File: src/logic/usx_pkg.sv
/*
 * shared constants and types for the serial transmitter: register offsets,
 * field positions, reset values, frame constants and the configuration carrier.
 * assumes a 32-bit classic wishbone bus with byte addresses and 8-bit registers in lane 0.
 */
`default_nettype none
package usx_pkg;

	// ************************************************************
	// register byte offsets
	// ************************************************************
	localparam logic [4:0] OFS_CTRL_A   = 5'h00; // status: flags, double speed
	localparam logic [4:0] OFS_CTRL_B   = 5'h04; // enables, ninth bit, clock direction
	localparam logic [4:0] OFS_CTRL_C   = 5'h08; // frame format, mode, polarity
	localparam logic [4:0] OFS_DATA     = 5'h0C; // transmit buffer (writes only)
	localparam logic [4:0] OFS_BAUD_LO  = 5'h10; // divisor bits 7:0
	localparam logic [4:0] OFS_BAUD_HI  = 5'h14; // divisor bits 11:8

	// ************************************************************
	// field positions
	// ************************************************************
	localparam int A_DOUBLE_SPEED   = 1; // double_speed_bit
	localparam int A_BUF_EMPTY      = 5; // tx_buffer_empty_flag
	localparam int A_TX_COMPLETE    = 6; // tx_complete_flag
	localparam int B_NINTH_TX       = 0; // ninth_tx_bit
	localparam int B_CLK_MASTER     = 1; // drive the clock pin in sync mode
	localparam int B_TX_ENABLE      = 3; // tx_enable_bit
	localparam int B_EMPTY_IE       = 5; // buffer_empty_irq_enable
	localparam int B_TXC_IE         = 6; // tx_complete_irq_enable
	localparam int C_POLARITY       = 0; // clock_polarity_bit
	localparam int C_SIZE_LO        = 1; // char_size_field, 3 bits
	localparam int C_STOP2          = 4; // stop_bits_select
	localparam int C_PARITY_LO      = 5; // parity_mode_field, 2 bits
	localparam int C_SYNC           = 7; // synchronous mode

	// ************************************************************
	// reset values and frame constants
	// ************************************************************
	localparam logic [7:0] RST_CTRL_B  = 8'h00;
	localparam logic [7:0] RST_CTRL_C  = 8'h06; // eight data bits
	localparam logic [2:0] SIZE_NINE   = 3'h7;  // char size code for nine bits
	localparam logic [4:0] DIV_NORMAL  = 5'h10; // baud ticks per bit, normal async
	localparam logic [4:0] DIV_DOUBLE  = 5'h08; // baud ticks per bit, double speed
	localparam int         DIVISOR_W   = 12;    // width of the baud divisor

	// configuration carrier decoded from the control registers
	typedef struct packed {
		logic       sync;    // synchronous mode
		logic       master;  // this end makes the clock
		logic       pol;     // clock polarity
		logic [1:0] parity;  // parity mode
		logic       stop2;   // two stop bits
		logic [2:0] size;    // character size code
		logic       dbl;     // double speed
	} usx_cfg_t;

	// transmitter sequencer states
	typedef enum logic [4:0] {
		ST_IDLE  = 5'b00001,
		ST_START = 5'b00010,
		ST_DATA  = 5'b00100,
		ST_PAR   = 5'b01000,
		ST_STOP  = 5'b10000
	} usx_state_t;

endpackage
`default_nettype wire

File: src/logic/usx_baud.sv
/*
 * baud rate down-counter: reloads from the divisor at zero or on a reload
 * strobe and emits a one-cycle tick at each zero not met by a reload strobe.
 * assumes the divisor is stable except around a reload strobe.
 */
`timescale 1ns/1ns
`default_nettype none
module usx_baud
	import usx_pkg::*;
#(
	parameter int W = DIVISOR_W // divisor width
) (
	input  wire logic         clock,  // system clock
	input  wire logic         rst_n,  // async reset, active low
	input  wire logic         ce,     // clock enable
	input  wire logic [W-1:0] div,    // divisor value
	input  wire logic         reload, // divisor low byte written
	output logic              tick    // one-cycle pulse at zero
);

	// ************************************************************
	// counter
	// ************************************************************
	logic [W-1:0] cnt_r;    // current count
	logic [W-1:0] cnt_nxt;  // next count
	logic         tick_r;   // registered tick
	logic         tick_nxt; // next tick

	// next count: a reload restarts the period without a tick
	always_comb begin
		cnt_nxt  = cnt_r;
		tick_nxt = 1'b0;
		if (reload) begin
			cnt_nxt = div;
		end else if (cnt_r == '0) begin
			cnt_nxt  = div;
			tick_nxt = 1'b1;
		end else begin
			cnt_nxt = cnt_r - 1'b1;
		end
	end

	// registers, frozen while ce is low
	always_ff @(posedge clock or negedge rst_n) begin
		if (!rst_n) begin
			cnt_r  <= '0;
			tick_r <= 1'b0;
		end else if (ce) begin
			cnt_r  <= cnt_nxt;
			tick_r <= tick_nxt;
		end
	end

	assign tick = tick_r;

endmodule // usx_baud
`default_nettype wire

File: src/logic/usx_tx.sv
/*
 * serial transmitter with a one-character buffer, parity, 5 to 9 data bits,
 * one or two stop bits, async or clocked sync operation, and a wishbone slave.
 * assumes classic wishbone single cycles and pin inputs synchronous to clock.
 */
`timescale 1ns/1ns
`default_nettype none
module usx_tx
	import usx_pkg::*;
(
	input  wire logic        clock,         // system clock, 100 MHz
	input  wire logic        rst_n,         // async reset, active low
	input  wire logic        ce,            // clock enable, freezes all state
	input  wire logic        wb_cyc_i,      // wishbone cycle
	input  wire logic        wb_stb_i,      // wishbone strobe
	input  wire logic        wb_we_i,       // wishbone write
	input  wire logic [4:0]  wb_adr_i,      // wishbone byte address
	input  wire logic [3:0]  wb_sel_i,      // wishbone byte selects
	input  wire logic [31:0] wb_dat_i,      // wishbone write data
	output logic      [31:0] wb_dat_o,      // wishbone read data
	output logic             wb_ack_o,      // wishbone acknowledge
	output logic             serial_out,    // serial output level
	output logic             serial_oe_n,   // serial pin drive, low while driven
	input  wire logic        xck_in,        // clock pin input level
	output logic             xck_out,       // clock pin output level
	output logic             xck_oe_n,      // clock pin drive, low while driven
	input  wire logic        txc_irq_ack,   // complete interrupt serviced pulse
	output logic             irq_buf_empty, // buffer-empty interrupt request
	output logic             irq_tx_done    // transmit-complete interrupt request
);

	// ************************************************************
	// decode helpers
	// ************************************************************

	// number of data bits for a size code; reserved codes send eight
	function automatic logic [3:0] char_bits(input logic [2:0] size);
		unique case (size)
			3'h0:      char_bits = 4'h5;
			3'h1:      char_bits = 4'h6;
			3'h2:      char_bits = 4'h7;
			SIZE_NINE: char_bits = 4'h9;
			default:   char_bits = 4'h8;
		endcase
	endfunction

	// mask of bits actually sent for a size code
	function automatic logic [8:0] char_mask(input logic [2:0] size);
		char_mask = 9'h1FF >> (4'h9 - char_bits(size));
	endfunction

	// ************************************************************
	// bus and register state
	// ************************************************************
	logic [7:0]           ctrl_b_r, ctrl_b_nxt;   // control b
	logic [7:0]           ctrl_c_r, ctrl_c_nxt;   // control c
	logic                 dbl_r, dbl_nxt;         // double speed
	logic [DIVISOR_W-1:0] baud_r, baud_nxt;       // baud divisor
	logic                 ack_r, ack_nxt;         // bus acknowledge
	logic [31:0]          rdat_r, rdat_nxt;       // bus read data
	logic                 txc_r, txc_nxt;         // transmit complete flag
	logic                 full_r, full_nxt;       // buffer holds a character
	logic [8:0]           buf_r, buf_nxt;         // buffered character
	logic                 active_r, active_nxt;   // transmitter owns the pins
	logic                 irq_e_r, irq_e_nxt;     // empty interrupt register
	logic                 irq_c_r, irq_c_nxt;     // complete interrupt register
	logic                 access;                 // request taken this cycle
	logic                 wr;                     // write taken on lane 0
	logic                 wr_data;                // data location write
	logic                 baud_reload;            // low divisor byte written
	logic                 frame_done;             // frame ended, nothing pending
	logic                 load;                   // buffer moves to the shifter
	usx_cfg_t             cfg;                    // decoded configuration
	usx_state_t           state_r, state_nxt;     // sequencer state

	assign access      = wb_cyc_i && wb_stb_i && !ack_r;
	assign wr          = access && wb_we_i && wb_sel_i[0];
	assign wr_data     = wr && (wb_adr_i == OFS_DATA);
	assign baud_reload = wr && (wb_adr_i == OFS_BAUD_LO);
	assign cfg = '{sync: ctrl_c_r[C_SYNC], master: ctrl_b_r[B_CLK_MASTER],
		pol: ctrl_c_r[C_POLARITY], parity: ctrl_c_r[C_PARITY_LO +: 2],
		stop2: ctrl_c_r[C_STOP2], size: ctrl_c_r[C_SIZE_LO +: 3], dbl: dbl_r};

	// register writes, read mux, flags and interrupts
	always_comb begin
		ctrl_b_nxt = ctrl_b_r;
		ctrl_c_nxt = ctrl_c_r;
		dbl_nxt    = dbl_r;
		baud_nxt   = baud_r;
		buf_nxt    = buf_r;
		ack_nxt    = access; // one-cycle answer, dropped the cycle after
		rdat_nxt   = rdat_r;
		if (wr) begin
			unique case (wb_adr_i)
				OFS_CTRL_A:  dbl_nxt    = wb_dat_i[A_DOUBLE_SPEED];
				OFS_CTRL_B:  ctrl_b_nxt = wb_dat_i[7:0];
				OFS_CTRL_C:  ctrl_c_nxt = wb_dat_i[7:0];
				OFS_BAUD_LO: baud_nxt[7:0] = wb_dat_i[7:0];
				OFS_BAUD_HI: baud_nxt[DIVISOR_W-1:8] = wb_dat_i[DIVISOR_W-9:0];
				default: ;   // unmapped or data: no register field here
			endcase
		end
		if (wr_data) begin
			// the ninth bit is latched from control b, written earlier
			buf_nxt = {ctrl_b_r[B_NINTH_TX], wb_dat_i[7:0]};
		end
		if (access && !wb_we_i) begin
			unique case (wb_adr_i)
				OFS_CTRL_A:  rdat_nxt = {24'h000000, 1'b0, txc_r, !full_r, 3'h0,
					dbl_r, 1'b0};
				OFS_CTRL_B:  rdat_nxt = {24'h000000, ctrl_b_r};
				OFS_CTRL_C:  rdat_nxt = {24'h000000, ctrl_c_r};
				OFS_BAUD_LO: rdat_nxt = {24'h000000, baud_r[7:0]};
				OFS_BAUD_HI: rdat_nxt = {24'h000000, 4'h0, baud_r[DIVISOR_W-1:8]};
				default:     rdat_nxt = 32'h00000000; // unmapped and data read zero
			endcase
		end
		// a write sets the buffer even if a load takes the old one
		full_nxt = wr_data ? 1'b1 : (load ? 1'b0 : full_r);
		// set wins over both clears
		txc_nxt = txc_r;
		if (txc_irq_ack || (wr && wb_adr_i == OFS_CTRL_A && wb_dat_i[A_TX_COMPLETE])) begin
			txc_nxt = 1'b0;
		end
		if (frame_done) begin
			txc_nxt = 1'b1;
		end
		// enabling is immediate, disabling waits for an empty pipe
		active_nxt = active_r;
		if (ctrl_b_r[B_TX_ENABLE]) begin
			active_nxt = 1'b1;
		end else if (state_r == ST_IDLE && !full_r) begin
			active_nxt = 1'b0;
		end
		irq_e_nxt = ctrl_b_nxt[B_EMPTY_IE] && !full_nxt;
		irq_c_nxt = ctrl_b_nxt[B_TXC_IE] && txc_nxt;
	end

	// ************************************************************
	// bit timing
	// ************************************************************
	logic       baud_tick;        // baud generator output
	logic [4:0] ps_r, ps_nxt;     // async ticks within a bit
	logic       xck_r, xck_nxt;   // master clock pin level
	logic       xs1_r, xs2_r, xs3_r; // clock pin sampling chain
	logic       bit_tick;         // one bit time elapsed
	logic       sync_master;      // this end drives the clock pin

	usx_baud #(.W(DIVISOR_W)) u_baud (
		.clock  (clock),
		.rst_n  (rst_n),
		.ce     (ce),
		.div    (baud_r),
		.reload (baud_reload),
		.tick   (baud_tick)
	);

	assign sync_master = cfg.sync && cfg.master && active_nxt;

	// prescaler and master clock toggle
	always_comb begin
		ps_nxt   = ps_r;
		xck_nxt  = xck_r;
		bit_tick = 1'b0;
		if (cfg.sync) begin
			ps_nxt = 5'h00;
			if (cfg.master) begin
				if (baud_tick && active_r) begin
					xck_nxt  = !xck_r; // two baud ticks per bit
					// data changes on rising edge for polarity 0
					bit_tick = (!xck_r) != cfg.pol;
				end
			end else begin
				// slave: a change edge of the sampled pin
				bit_tick = (xs2_r != xs3_r) && (xs2_r != cfg.pol);
			end
		end else if (baud_tick) begin
			if (ps_r == (cfg.dbl ? DIV_DOUBLE : DIV_NORMAL) - 5'h01) begin
				ps_nxt   = 5'h00;
				bit_tick = 1'b1;
			end else begin
				ps_nxt = ps_r + 5'h01;
			end
		end
	end

	// ************************************************************
	// frame sequencer
	// ************************************************************
	logic [8:0] sh_r, sh_nxt;       // data still to send
	logic       par_r, par_nxt;     // parity of the character
	logic [3:0] cnt_r, cnt_nxt;     // data bits sent
	logic       stp_r, stp_nxt;     // first stop bit done
	logic       out_r, out_nxt;     // serial line level
	logic [8:0] masked;             // buffered character, upper bits cut

	// the parity is taken from the masked character, so unused bits never leak in
	assign masked = buf_r & char_mask(cfg.size);

	// per-bit transitions; a load restarts with the start bit
	always_comb begin
		state_nxt  = state_r;
		sh_nxt     = sh_r;
		par_nxt    = par_r;
		cnt_nxt    = cnt_r;
		stp_nxt    = stp_r;
		out_nxt    = out_r;
		load       = 1'b0;
		frame_done = 1'b0;
		if (!active_r) begin
			state_nxt = ST_IDLE;
			out_nxt   = 1'b1;
		end else if (bit_tick) begin
			unique case (state_r)
				ST_IDLE: begin
					load = full_r;
				end
				ST_START: begin
					out_nxt   = sh_r[0]; // lsb first
					sh_nxt    = sh_r >> 1;
					cnt_nxt   = 4'h1;
					state_nxt = ST_DATA;
				end
				ST_DATA: begin
					if (cnt_r == char_bits(cfg.size)) begin
						if (cfg.parity[1]) begin
							out_nxt   = par_r;
							state_nxt = ST_PAR;
						end else begin
							out_nxt   = 1'b1;
							stp_nxt   = 1'b0;
							state_nxt = ST_STOP;
						end
					end else begin
						out_nxt = sh_r[0];
						sh_nxt  = sh_r >> 1;
						cnt_nxt = cnt_r + 4'h1;
					end
				end
				ST_PAR: begin
					out_nxt   = 1'b1; // first stop bit follows parity
					stp_nxt   = 1'b0;
					state_nxt = ST_STOP;
				end
				ST_STOP: begin
					if (cfg.stop2 && !stp_r) begin
						stp_nxt = 1'b1; // second high stop bit
					end else begin
						load       = full_r;
						frame_done = !full_r;
						out_nxt    = 1'b1;
						state_nxt  = ST_IDLE;
					end
				end
			endcase
			if (load) begin
				sh_nxt    = masked;
				// even is the plain xor, bit0 of the mode inverts it
				par_nxt   = (^masked) ^ cfg.parity[0];
				out_nxt   = 1'b0; // start bit
				state_nxt = ST_START;
			end
		end
	end

	// ************************************************************
	// registers, all frozen while ce is low
	// ************************************************************
	always_ff @(posedge clock or negedge rst_n) begin
		if (!rst_n) begin
			ctrl_b_r <= RST_CTRL_B;
			ctrl_c_r <= RST_CTRL_C;
			dbl_r    <= 1'b0;
			baud_r   <= '0;
			ack_r    <= 1'b0;
			rdat_r   <= 32'h00000000;
			txc_r    <= 1'b0;
			full_r   <= 1'b0;
			buf_r    <= 9'h000;
			active_r <= 1'b0;
			irq_e_r  <= 1'b0;
			irq_c_r  <= 1'b0;
			ps_r     <= 5'h00;
			xck_r    <= 1'b0;
			xs1_r    <= 1'b0;
			xs2_r    <= 1'b0;
			xs3_r    <= 1'b0;
			state_r  <= ST_IDLE;
			sh_r     <= 9'h000;
			par_r    <= 1'b0;
			cnt_r    <= 4'h0;
			stp_r    <= 1'b0;
			out_r    <= 1'b1;
		end else if (ce) begin
			ctrl_b_r <= ctrl_b_nxt;
			ctrl_c_r <= ctrl_c_nxt;
			dbl_r    <= dbl_nxt;
			baud_r   <= baud_nxt;
			ack_r    <= ack_nxt;
			rdat_r   <= rdat_nxt;
			txc_r    <= txc_nxt;
			full_r   <= full_nxt;
			buf_r    <= buf_nxt;
			active_r <= active_nxt;
			irq_e_r  <= irq_e_nxt;
			irq_c_r  <= irq_c_nxt;
			ps_r     <= ps_nxt;
			xck_r    <= xck_nxt;
			xs1_r    <= xck_in;
			xs2_r    <= xs1_r;
			xs3_r    <= xs2_r;
			state_r  <= state_nxt;
			sh_r     <= sh_nxt;
			par_r    <= par_nxt;
			cnt_r    <= cnt_nxt;
			stp_r    <= stp_nxt;
			out_r    <= out_nxt;
		end
	end

	// pin drive registers: enables load from active_nxt and switch in the same cycle as active
	logic oe_n_r;  // serial pin drive
	logic xoe_n_r; // clock pin drive
	always_ff @(posedge clock or negedge rst_n) begin
		if (!rst_n) begin
			oe_n_r  <= 1'b1;
			xoe_n_r <= 1'b1;
		end else if (ce) begin
			oe_n_r  <= !active_nxt;
			xoe_n_r <= !sync_master;
		end
	end

	assign wb_ack_o      = ack_r;
	assign wb_dat_o      = rdat_r;
	assign serial_out    = out_r;
	assign serial_oe_n   = oe_n_r;
	assign xck_out       = xck_r;
	assign xck_oe_n      = xoe_n_r;
	assign irq_buf_empty = irq_e_r;
	assign irq_tx_done   = irq_c_r;

endmodule // usx_tx
`default_nettype wire

File: config.mk
export PLATFORM = sky130hd
export DESIGN_NAME = usx_tx
export DESIGN_NICKNAME = d
export VERILOG_FILES = /design/src/logic/usx_pkg.sv /design/src/logic/usx_baud.sv /design/src/logic/usx_tx.sv
export SDC_FILE = /design/constraint.sdc
export NUM_CORES = 1
export LEC_CHECK = 0
export BUFFER_PORTS_ARGS = -buffer_cell sky130_fd_sc_hd__buf_2
export CAP_MARGIN = 20
export CELL_PAD_IN_SITES_DETAIL_PLACEMENT = 1
export CELL_PAD_IN_SITES_GLOBAL_PLACEMENT = 2
export CORE_MARGIN = 5
export CORE_UTILIZATION = 37
export CTS_BUF_LIST = sky130_fd_sc_hd__clkbuf_2
export CTS_CLUSTER_DIAMETER = 30
export DETAILED_ROUTE_END_ITERATION = 7
export PLACE_DENSITY = 0.87
export SETUP_SLACK_MARGIN = 0.02
export SLEW_MARGIN = 20
export SYNTH_ARGS = -nofsm -noshare
export SYNTH_HDL_FRONTEND = slang
export SYNTH_SLANG_ARGS = --single-unit
File: constraint.sdc
create_clock -name clock -period 2.9 [get_ports clock]
set_clock_uncertainty 0.05 [all_clocks]
set_input_delay 0.29 -clock clock [delete_from_list [all_inputs] [get_ports clock]]
set_output_delay 0.29 -clock clock [all_outputs]
set_load 0.005 [all_outputs]
==> Word-level counts from Yosys, hierarchy flattened <==
Index checks and enable logic that the tools add are counted.
{ "word_totals": {"reg_bits": 121, "inputBits": 49, "out_inout_bits": 39, "elab_cells": 172} }
{ "op_classes": {"add_sub_neg": 5, "eq_ne": 27, "shifts": 1, "n_mux": 59, "n_bitwise": 2, "n_reduce_logical": 49} }
{ "ops": {"columns": ["cell", "count"], "rows": [
  ["$mux 5", 10],
  ["$pmux 8 s5", 1],
  ["$mux 1", 31],
  ["$mux 12", 2],
  ["$pmux 5 s4", 1],
  ["$mux 9", 2],
  ["$pmux 9 s2", 1],
  ["$logic_and 1x1->1", 17],
  ["$mux 4", 4],
  ["$pmux 4 s4", 1],
  ["$eq 5x4->1 const B", 3],
  ["$eq 5x5->1 const B", 3],
  ["$reduce_and 3->1", 5],
  ["$reduce_and 5->1", 3],
  ["$mux 7", 2],
  ["$logic_not 12->1", 1],
  ["$reduce_and 4->1", 3],
  ["$sub 12x1->12 const B", 1],
  ["$eq 5x3->1 const B", 2],
  ["$and 9x9->9", 1],
  ["$reduce_xor 9->1", 1],
  ["$shr 9x4->9 const A", 1],
  ["$logic_not 1->1", 8],
  ["$ne 2x2->1 const B", 4],
  ["28 further kinds", 35]
]} }

==> Longest topological paths before layout <==
Gate-level depths: netlist of run 1.
{ "depth": {"ltp_word": 14, "ltp_mapped": 12, "ltp_nobuf": 11} }

==> Modules after synthesis <==
Synthesis of run 1 repeated with hierarchy kept, for this count alone.
{ "hier_totals": {"hier_cells": 551, "hier_area_um2": 5597.9} }
{ "by_module_without_submodules": {"columns": ["module", "instances", "cells_per_inst", "area_each_um2", "seq_area_each_um2"], "rows": [
  ["usx_tx", 1, 458, 4687.0, 2109.5],
  ["usx_baud", 1, 93, 910.9, 325.3]
]} }

==> Least setup slack after synthesis of run 1 <==
OpenSTA, ideal clock, no wires.
{ "synth_path": {"path_type": "register to register", "from": "register ctrl_c_r[1]", "to": "register par_r", "setup_ns": 0.134, "t_arrival_ns": 2.414, "required_ns": 2.716, "slack_ns": 0.302, "path_stages_with_launch": 13, "path_buffers": 1, "synth_period_minus_slack_ns": 2.598, "cell_sequence": "dfstp_2 buf_4 xnor2_1 nor2_1 inv_1 ha_1 ha_1 nor2_1 nand2_1 nor2_1 xnor3_1 xnor2_1 a21oi_1"} }
{ "synth_between": {"elab_chain_cells": 7, "word_cells_on_any_way": 10, "cone_classes": "add/sub (1); eq/ne (3); shift (1); mux (1); bitwise (2); reduce/logical (2)"} }
{ "synth_lines": {"columns": ["item", "line", "text"], "rows": [
  ["start: declaration", "usx_tx.sv:56", "logic [7:0] ctrl_c_r, ctrl_c_nxt;"],
  ["start signal: assignment", "usx_tx.sv:296", "ctrl_c_r <= ctrl_c_nxt;"],
  ["$eq 3x3->1 (tied with other cells)", "usx_tx.sv:38", "unique case (size)"],
  ["$pmux 4 s4 *", "usx_tx.sv:38", null],
  ["$sub 4x4->4 *", "usx_tx.sv:49", "char_mask = 9'h1FF >> (4'h9 - char_bits(size));"],
  ["$shr 9x4->9 *", "usx_tx.sv:49", null],
  ["$and 9x9->9 *", "usx_tx.sv:198", "assign masked = buf_r & char_mask(cfg.size);"],
  ["$reduce_xor 9->1 *", "usx_tx.sv:259", "par_nxt = (^masked) ^ cfg.parity[0];"],
  ["$xor 1x1->1 *", "usx_tx.sv:259", null],
  ["end signal: assignment", "usx_tx.sv:314", "par_r <= par_nxt;"],
  ["end: declaration", "usx_tx.sv:191", "logic par_r, par_nxt;"]
]} }
Mark *: on every way between the ends. The rest lies on a longest branch, timed or not.
A chain may end at the register's enable or synchronous reset.

==> Final worst setup path of run 1 <==
Ends and elaborated chain as after synthesis.

==> results of run 1 <==
==> final cells by class <==
cell class | instances | share of cell area, %
multi-input cells | 406 | 45.9
flip-flops and latches | 97 | 40.1
repair buffers | 62 | 6.97
well taps | 184 | 3.79
inverters | 24 | 1.48
clock inverters | 7 | 1.01
clock buffers | 9 | 0.742
==> layout by cell type, fill, tap and decap left out, drive strengths merged, types with 6 or more instances in the layout <==
cell         instances
and3                 6
ha                   7
inv                 24
a222oi               7
a21o                 7
o21ai               43
dfstp                6
dfrtp               91
nand2b               8
xnor2                7
nand2               48
nor3                18
a32oi                6
o2bb2ai             10
mux2                38
nand3               14
buf                 52
conb                24
o22ai                8
a22o                11
dlygate4sd3         10
a21oi               28
nor2                28
or3                  7
clkbuf               9
==> registers in the layout, indices dropped and copies added, names as in the netlist, 5 cells and up <==
signal / cells
baud_r: 12
state_r: 5
ps_r: 5
sh_r: 9
u_baud.cnt_r: 12
wb_dat_o: 8
ctrl_b_r: 8
ctrl_c_r: 8
buf_r: 9
==> critical path: cells and delay by family, from the launching register on <==
kind / cells / cell delay, ns
fa+ha+maj: 2 / 0.50
buf+inv: 1 / 0.07
compound gates: 1 / 0.14
flops: 1 / 0.65
simple gates: 3 / 0.44
xor+xnor: 4 / 0.91
==> cell usage after synthesis, drive strengths merged, types with 3 or more instances <==
master	instances	area (um2)
nor2	28	105
nor2b	3	18.8
o2111ai	3	26.3
nand2	48	180
dfrtp	91	2280
o21a	3	22.5
buf	31	226
o22ai	8	50.1
ha	7	87.6
and3	6	38.8
a21boi	5	37.5
o31ai	4	35.0
nand3	14	70.1
o2bb2ai	10	87.6
o311ai	3	43.8
mux2	38	428
dfstp	6	158
a32oi	6	52.6
a21oi	28	144
a222oi	7	70.1
o211ai	3	22.5
nand3b	3	22.5
a22o	11	96.3
nor4	5	31.3
nor3b	4	35.0
xor2	5	43.8
clkbuf	19	71.3
a21o	7	52.6
nand2b	8	50.1
inv	24	90.1
o21ai	43	215
or3	7	43.8
or3b	4	37.5
a31oi	5	31.3
nor3	18	95.1
nand4	4	25.0
xnor2	7	61.3
==> stage by stage <==
step	area (um2)	utilization [%]	total power, mW	setup slack (ns)
finish	6070	41.8	2.79	0.0911
detailed placement	5800	39.9	2.14	0.0933
floorplan	5580	-	1.97	0.302
CTS	6010	41.3	2.82	0.0682
global placement	5800	39.9	2.11	0.210
global route	6070	41.8	2.96	-0.0145
==> metal layers <==
layer	wire [um]	track usage (%)	part of all wire (%)
met5	0	0	0
met4	296	5.71	2.0
met3	511	2.06	3.4
met2	7330	28.8	49
met1	6970	23.4	46
==> where the power goes <==
group,internal (mW),leakage (nW),switching [mW]
clock,0.189,0.0621,0.466
combinational,0.227,1.40,0.288
sequential,1.48,1.26,0.146
==> final timing paths <==
check	from	to	slack [ns]
min in group clock	wb_dat_i[1]	buf_r[1]$_DFFE_PN0P_	0.07
max in group asynchronous	rst_n	baud_r[11]$_DFFE_PN0P_	2.00
hold / removal	rst_n	cnt_r[1]$_DFFE_PN0P_	0.05
setup reg to reg	ctrl_c_r[1]$_DFFE_PN1P_	par_r$_DFFE_PN0P_	0.09
hold reg to reg	serial_oe_n$_DFFE_PN1P_	serial_oe_n$_DFFE_PN1P_	0.44
setup / recovery	ctrl_c_r[1]$_DFFE_PN1P_	par_r$_DFFE_PN0P_	0.09
==> logic make-up (layout without fill, tap and decap cells) <==
logic type	Yosys count	count (layout)	share of synthesized area (%)
xor gates and xnor gates	13	13	2.32
and+or+nand+nor	160	160	14.8
AOI/OAI and AO/OA	164	164	22.0
muxes	38	38	7.79
buffers and inverters	74	102	7.06
adders and majority gates	7	7	1.60
DFF	97	97	44.3
other	1	24	0.0683
==> repair_timing <==
item / 4_1_cts / 5_1_grt
buffers inserted: 0 / 3
resized for setup: 0 / 4
endpoints found under the hold margin: 123 / 0
hold buffers: 10 / 0
setup endpoints to repair: 0 / 1
==> reports/metrics.yaml, run 1 <==
status: "finished clean"
peakVddDrop_mv: 0.223
yosys_most_used_dff: "dfrtp_1"
slew_viol_final: 0
die_area_mm2: 0.0174
yosysWarnings: 0
htreeDepth: 3
max_freq_ghz: 0.356
rows: 44
dr_total_vias: 4470
wl_per_cell_um: 19.2
place_inst: 759
grt_pass1_wl_um: 24700
synth_edf_count: 0
clk_pin_slew_ns: 0.27
worstSetupEndpointType: "flip-flop"
synth_seq_cells: 97
drc: 0
crit_fanout: 4
clk_latency_ns: 0.57
routed_wl_um: 15100
synthCells: 554
io_buffers: 36
r2r_cells: 11
p_per_area_mw_per_mm2: 460
hp-class: "input port to async pin"
worstPathCellList: "xnor2_2 -> nor2_1 -> inv_1 -> ha_1 -> ha_1 -> nor2_2 -> nand3_2 -> xnor2_1 -> xnor3_1 -> xnor2_2 -> a21oi_1"
avgSynthCellArea_um2: 9.91
cts_buffers: 9
clockBufferDepth: 2
finalNetCount: 656
fp.dieW_um: 132
antenna_cells: 0
cts_tree: "built"
start_util_pct: 37.8
finalSetupViolCount: 0
ys_seq_area_share_pct: 44.3
die_h_um: 132
dr.pass1.iters: 5
leakage_nw: 2.72
io_pins: 88
drt_iter0_drc: 234
worstPathRequired_ns: 3.38
finalCritPeriodShare_pct: 96.9
maxSlewHeadroom_pct: 53.6
hold-worst-slack_ns: 0.0483
grt_remaining_overflow: 0
arrival_ns: 3.29
area_growth_pct: 10.6
criticalPathCategory: "flip-flop to flip-flop"
start_kind: "flip-flop"
syn_area_mm2: 0.00549
cpPeakStageDelay_ns: 0.65
vias_per_cell: 5.67
drv_cap: 0
multiInputGateArea_mm2: 0.00279
clockRootBuffer: "clkbuf_2"
core_area_mm2: 0.0145
grt_max_degree: 81
fin_crit_ns: 2.81
fillers: 1726
grt_pass1_vias: 4669
drive_gt1_share_pct: 20.7
grt.total_usage_pct: 17.2
gp_congestion: 0.900
cts.sinks: 97
setup_tns_ns: 0
post_synth_num_cell_types: 74
regArea_mm2: 0.00243
drtAntennaViolNets: 0
fin_cells: 789
place_hpwl_um: 11100
finalHoldViolCount: 0
slowest_stage: "dfstp_2"
worst_slew_pin_slew_ns: 0.696
antenna_found_initial: 0
postSynth.asyncResetShare_pct: 100
No activity file was read; power rests on OpenSTA's default activity.
==> inputs of run 2 (changes only) <==
--- a/config.mk
+++ b/config.mk
@@ -14,6 +14,7 @@
 export CTS_BUF_LIST = sky130_fd_sc_hd__clkbuf_2
 export CTS_CLUSTER_DIAMETER = 30
 export DETAILED_ROUTE_END_ITERATION = 7
+export MAX_ROUTING_LAYER = met4
 export PLACE_DENSITY = 0.87
 export SETUP_SLACK_MARGIN = 0.02
 export SLEW_MARGIN = 20
==> reports/metrics.yaml, run 2 (synthesis gave the netlist of run 1 again) <==
start_kind: "flip-flop"
vias_per_cell: 5.61  # -1.0%
rsz0062_at_grt: "false"
fin_crit_ns: 2.69  # -0.117 ns
criticalPathCategory: "flip-flop to flip-flop"
p_per_area_mw_per_mm2: 470  # +2.1%
mostFrequentLayoutCell: "dfrtp_1"
hp-class: "input port to flip-flop"
finalNetCount: 656  # unchanged
layout_common_cells: "91 x dfrtp_1, 48 x nand2_1, 37 x o21ai_0, 37 x mux2_2, 35 x buf_2"
top_regs: "baud_r: 12 flops, u_baud.cnt_r: 12 flops"
finalHoldViolCount: 0  # unchanged
clockBufferDepth: 2  # unchanged
fillers: 1702  # -1.4%
start_util_pct: 37.8  # unchanged
slew_viol_final: 0  # unchanged
grt.total_usage_pct: 18.0  # +0.74 points
grt_remaining_overflow: 0  # unchanged
io_buffers: 36  # unchanged
arrival_ns: 3.19  # -0.10 ns
peakVddDrop_mv: 0.286  # +28%
crit_fanout: 9  # +5
die_area_mm2: 0.0174  # unchanged
clk_latency_ns: 0.64  # +0.07 ns
gp_congestion: 0.905  # +0.59%
rows: 44  # unchanged
cts_buffers: 9  # unchanged
dr.pass1.iters: 5  # unchanged
place_hpwl_um: 11100  # +0.25%
wl_per_cell_um: 19.1  # -0.38%
area_growth_pct: 10.2
htreeDepth: 3  # unchanged
io_pins: 88  # unchanged
finalCritPeriodShare_pct: 92.8  # -4.1 points
max_freq_ghz: 0.372  # +4.4%
fp.dieW_um: 132  # unchanged
worstSetupEndpointType: "flip-flop"
drc: 0  # unchanged
finalInstanceArea_mm2: 0.00605  # -0.33%
drive_gt1_share_pct: 20.7  # unchanged
regArea_mm2: 0.00243  # unchanged
clk_pin_slew_ns: 0.26  # about the same
worst_slew_pin_slew_ns: 0.930  # +0.234 ns
grt_pass1_vias: 4625  # -0.94%
cts.sinks: 97  # unchanged
postPlaceCellArea_mm2: 0.00580  # about the same
core_area_mm2: 0.0145  # unchanged
drtAntennaViolNets: 0  # unchanged
drv_cap: 0  # unchanged
dr_total_vias: 4429  # -0.92%
antenna_found_initial: 1  # +1
grt_pass1_wl_um: 24900  # +0.90%
multiInputGateArea_mm2: 0.00277  # -0.72%
finalCoreUtilization_pct: 41.6  # -0.14 points
cts_tree: "built"
setup_tns_ns: 0  # unchanged
status: "finished clean"
grt_max_degree: 72  # -11%
maxSlewHeadroom_pct: 38.0  # -16 points
leakage_nw: 2.72  # about the same
drt_iter0_drc: 191  # -18%
clockRootBuffer: "clkbuf_2"
worstPathRequired_ns: 3.40  # +0.02 ns
finalSetupViolCount: 0  # unchanged
die_h_um: 132  # unchanged
routed_wl_um: 15100  # -0.26%
[run 2: changes by cell type in the layout (fill, tap and decap cells not counted), sizes merged]
cell         change
clkinvlp         +1
diode            +1
buf              -1
inv              +1
dlygate4sd3      +1
clkbuf           +1
clkinv           -3
[run 2: cell type report]
| cell class | count | area share [%] |
|---|---|---|
| inverter | 24 | 1.49 |
| clock buffer | 10 | 0.827 |
| sequential | 97 | 40.2 |
| antenna | 1 | 0.0414 |
| multi-input combinational | 406 | 45.7 |
| tap | 184 | 3.81 |
| timing repair buffer | 62 | 6.76 |
| clock inverter | 6 | 1.12 |
[run 2: worst max-delay path, stage by stage (launching register included)]
cell and delay (ns):
dfstp_2 0.63, buf_4 0.16, or3b_4 0.40, a2111oi_4 0.47
o311a_2 0.29, a21oi_2 0.16, o21bai_4 0.30, o2bb2ai_1 0.16
[run 2: final timing paths]
| path | cells after the start | slack [ns] | from | end |
|---|---|---|---|---|
| setup / recovery | 7 | 0.21 | ctrl_c_r[1]$_DFFE_PN1P_ | sh_r[3]$_DFFE_PN0P_ |
| hold / removal | 3 | 0.07 | wb_adr_i[2] | u_baud.tick$_DFFE_PN0P_ |
| setup reg to reg | 7 | 0.21 | ctrl_c_r[1]$_DFFE_PN1P_ | sh_r[3]$_DFFE_PN0P_ |
| hold reg to reg | 2 | 0.44 | serial_oe_n$_DFFE_PN1P_ | serial_oe_n$_DFFE_PN1P_ |
| max in group asynchronous | 3 | 1.75 | rst_n | baud_r[10]$_DFFE_PN0P_ |
| min in group asynchronous | 2 | 0.27 | rst_n | ps_r[4]$_DFFE_PN0P_ |
[run 2: report_power, final]
group          internal (mW)  switching (mW)
registers               1.48           0.148
clock network          0.205           0.500
logic                  0.224           0.288
total                   1.91           0.936
[run 2: timing repair]
| action | 4_1_cts | 5_1_grt |
|---|---|---|
| buffers inserted | 0 | 1 |
| resized for setup | 0 | 1 |
| endpoints found under the hold margin | 104 | 0 |
| endpoints found under the setup margin | 0 | 1 |
| hold buffers | 11 | 0 |
[run 2: layer usage]
metal / global-route usage [%] / share of wire (%) / vias up
li1: - / - / 2090
met1: 23.9 / 47 / 2243
met2: 28.9 / 48 / 78
met3: 2.71 / 3.1 / 18
met4: 4.91 / 1.4 / 0
met5: - / 0 / -
[run 2: metrics by stage]
step	hold slack, ns	std cells	worst slack, ns	power (mW)
2_1_floorplan	-0.0556	577	0.302	1.97
3_3_place_gp	0.410	760	0.181	2.11
3_5_place_dp	0.416	760	0.148	2.15
4_1_cts	0.0475	787	0.164	2.86
5_1_grt	0.0694	790	0.0534	3.00
6_report	0.0660	790	0.209	2.84
==> inputs of run 3 (changes only) <==
--- a/config.mk
+++ b/config.mk
@@ -15,7 +15,8 @@
 export CTS_CLUSTER_DIAMETER = 30
 export DETAILED_ROUTE_END_ITERATION = 7
 export MAX_ROUTING_LAYER = met4
-export PLACE_DENSITY = 0.87
+export PLACE_DENSITY = 0.9
+export RECOVER_POWER = 100
 export SETUP_SLACK_MARGIN = 0.02
 export SLEW_MARGIN = 20
 export SYNTH_ARGS = -nofsm -noshare
==> reports/metrics.yaml, run 3 (synthesis gave the netlist of run 1 again) <==
clk_pin_slew_ns: 0.32  # +0.06 ns
max_freq_ghz: 0.366  # -1.5%
io_buffers: 36  # unchanged
rr_endpoint: "sh_r[5]$_DFFE_PN0P_"
vias_per_cell: 5.65  # +0.78%
slowest_stage: "dfstp_2"
rr_startpoint: "ctrl_c_r[1]$_DFFE_PN1P_"
layout_common_cells: "91 x dfrtp_1, 48 x nand2_1, 38 x o21ai_0"
fin_ws_ns: 0.169  # -0.0400 ns
drive_gt1_share_pct: 18.5  # -2.1 points
setup_tns_ns: 0  # unchanged
slew_viol_final: 0  # unchanged
top_regs: "baud_r: 12 flops, u_baud.cnt_r: 12 flops"
finalSetupViolCount: 0  # unchanged
io_pins: 88  # unchanged
worstPathRequired_ns: 3.36  # -0.04 ns
fp.dieW_um: 132  # unchanged
leakage_nw: 2.68  # -1.6%
met2_usage_pct: 28.6  # -0.25 points
fin_crit_ns: 2.73  # +0.0400 ns
drc: 0  # unchanged
hp-class: "input port to flip-flop"
crit_fanout: 9  # unchanged
place_hpwl_um: 11000  # -0.61%
drt_iter0_drc: 230  # +20%
drtAntennaViolNets: 0  # unchanged
start_util_pct: 37.8  # unchanged
routed_wl_um: 14900  # -1.3%
finalInstanceArea_mm2: 0.00600  # -0.74%
critical_path.top_delay_family: "compound AO/OA/AOI/OAI gates"
cts_tree: "built"
clockBufferDepth: 2  # unchanged
rows: 44  # unchanged
dr.pass1.iters: 5  # unchanged
r2r_cells: 7  # unchanged
rsz0062_at_grt: "false"
wl_per_cell_um: 18.8  # -1.2%
htreeDepth: 3  # unchanged
mostFrequentLayoutCell: "dfrtp_1"
grt_remaining_overflow: 0  # unchanged
worstPathCellList: "buf_4 -> or3b_4 -> a2111oi_4 -> o311a_2 -> a21oi_2 -> o21bai_4 -> o2bb2ai_1"
die_h_um: 132  # unchanged
worstSetupEndpointType: "flip-flop"
use_met1_pct: 23.5  # -0.33 points
holdPathEnd: "irq_tx_done$_DFFE_PN0P_"
start_kind: "flip-flop"
cpPeakStageDelay_ns: 0.66  # +0.03 ns
finalCritPeriodShare_pct: 94.2  # +1.4 points
postPlaceCellArea_mm2: 0.00580  # about the same
finalHoldViolCount: 0  # unchanged
grt_pass1_vias: 4726  # +2.2%
worstHoldPathCells: 3  # unchanged
p_per_area_mw_per_mm2: 472  # +0.52%
die_area_mm2: 0.0174  # unchanged
area_growth_pct: 9.37
core_area_mm2: 0.0145  # unchanged
criticalPathCategory: "flip-flop to flip-flop"
regToRegSetupSlack_ns: 0.17  # -0.04 ns
crit_buf_inv: 1  # unchanged
grt_pass1_wl_um: 24800  # -0.31%
grt.total_usage_pct: 17.7  # -0.24 points
dr_total_vias: 4458  # +0.65%
busiest_layer: "met2"
worst_slew_pin_slew_ns: 1.41  # +0.480 ns
drv_cap: 0  # unchanged
use_met3_pct: 1.64  # -1.1 points
status: "finished clean"
clockRootBuffer: "clkbuf_2"
fillers: 1681  # -1.2%
maxSlewHeadroom_pct: 6.01  # -32 points
arrival_ns: 3.19  # about the same
min-delay-start: "ce"
clk_latency_ns: 0.61  # -0.03 ns
cts.sinks: 97  # unchanged
gp_congestion: 0.891  # -1.5%
pre_cts_slack_ns: 0.125  # -0.0231 ns
grt_max_degree: 54  # -25%
finalNetCount: 655  # -0.15%
antenna_found_initial: 1  # unchanged
cts_buffers: 9  # unchanged
peakVddDrop_mv: 0.330  # +15%
[run 3: tightest hold or removal path: stages]
cell	delay, ns
buf_2	0.23
nand2_1	0.11
o22ai_1	0.06
[run 3: repair_timing]
action                                  CTS  global route
endpoints found under the setup margin    0             1
buffers inserted                          0             3
gates resized for setup                   0             1
hold endpoints to repair                 76             0
hold buffers                             10             0
[run 3: power breakdown]
part	switching, mW	leakage, nW	internal [mW]
combinational	0.290	1.35	0.219
sequential	0.143	1.26	1.48
clock	0.498	0.0714	0.209
total	0.931	2.68	1.90
[run 3: worst max path at each step]
stage	startpoint	end	depth (start not counted)
after floorplan	ctrl_c_r[1]$_DFFE_PN1P_	par_r$_DFFE_PN0P_	12
after global placement	ctrl_c_r[2]$_DFFE_PN1P_	par_r$_DFFE_PN0P_	11
after detailed placement	ctrl_c_r[2]$_DFFE_PN1P_	par_r$_DFFE_PN0P_	11
after CTS	ctrl_c_r[1]$_DFFE_PN1P_	par_r$_DFFE_PN0P_	11
after global routing	ctrl_c_r[1]$_DFFE_PN1P_	sh_r[5]$_DFFE_PN0P_	7
final	ctrl_c_r[1]$_DFFE_PN1P_	sh_r[5]$_DFFE_PN0P_	7
[run 3: stage by stage]
step	cells	power, mW	util, %	hold WS (ns)
finish	789	2.84	41.3	0.0613
global route	789	3.00	41.3	0.0794
CTS	785	2.87	41.5	0.0194
detailed placement	759	2.15	39.9	0.287
global placement	759	2.11	39.9	0.277
floorplan	577	1.97	-	-0.0556
[run 3: metal layers]
metal  vias to the layer above  wire length (um)
met4                         0               293
met5                         -                 0
met1                      2279              7040
met2                        81              7190
met3                        20               342
li1                       2078                 -
[run 3: layout make-up]
| cell class | instances | area, um2 | area share, % |
|---|---|---|---|
| Clock buffer | 9 | 45.0 | 0.750 |
| Tap cell | 184 | 230 | 3.83 |
| Sequential cell | 97 | 2430 | 40.6 |
| Timing Repair Buffer | 61 | 373 | 6.21 |
| Antenna cell | 1 | 2.50 | 0.0417 |
| Clock inverter | 7 | 76.3 | 1.27 |
| Multi-Input combinational cell | 406 | 2750 | 45.8 |
| Inverter | 24 | 90.1 | 1.50 |
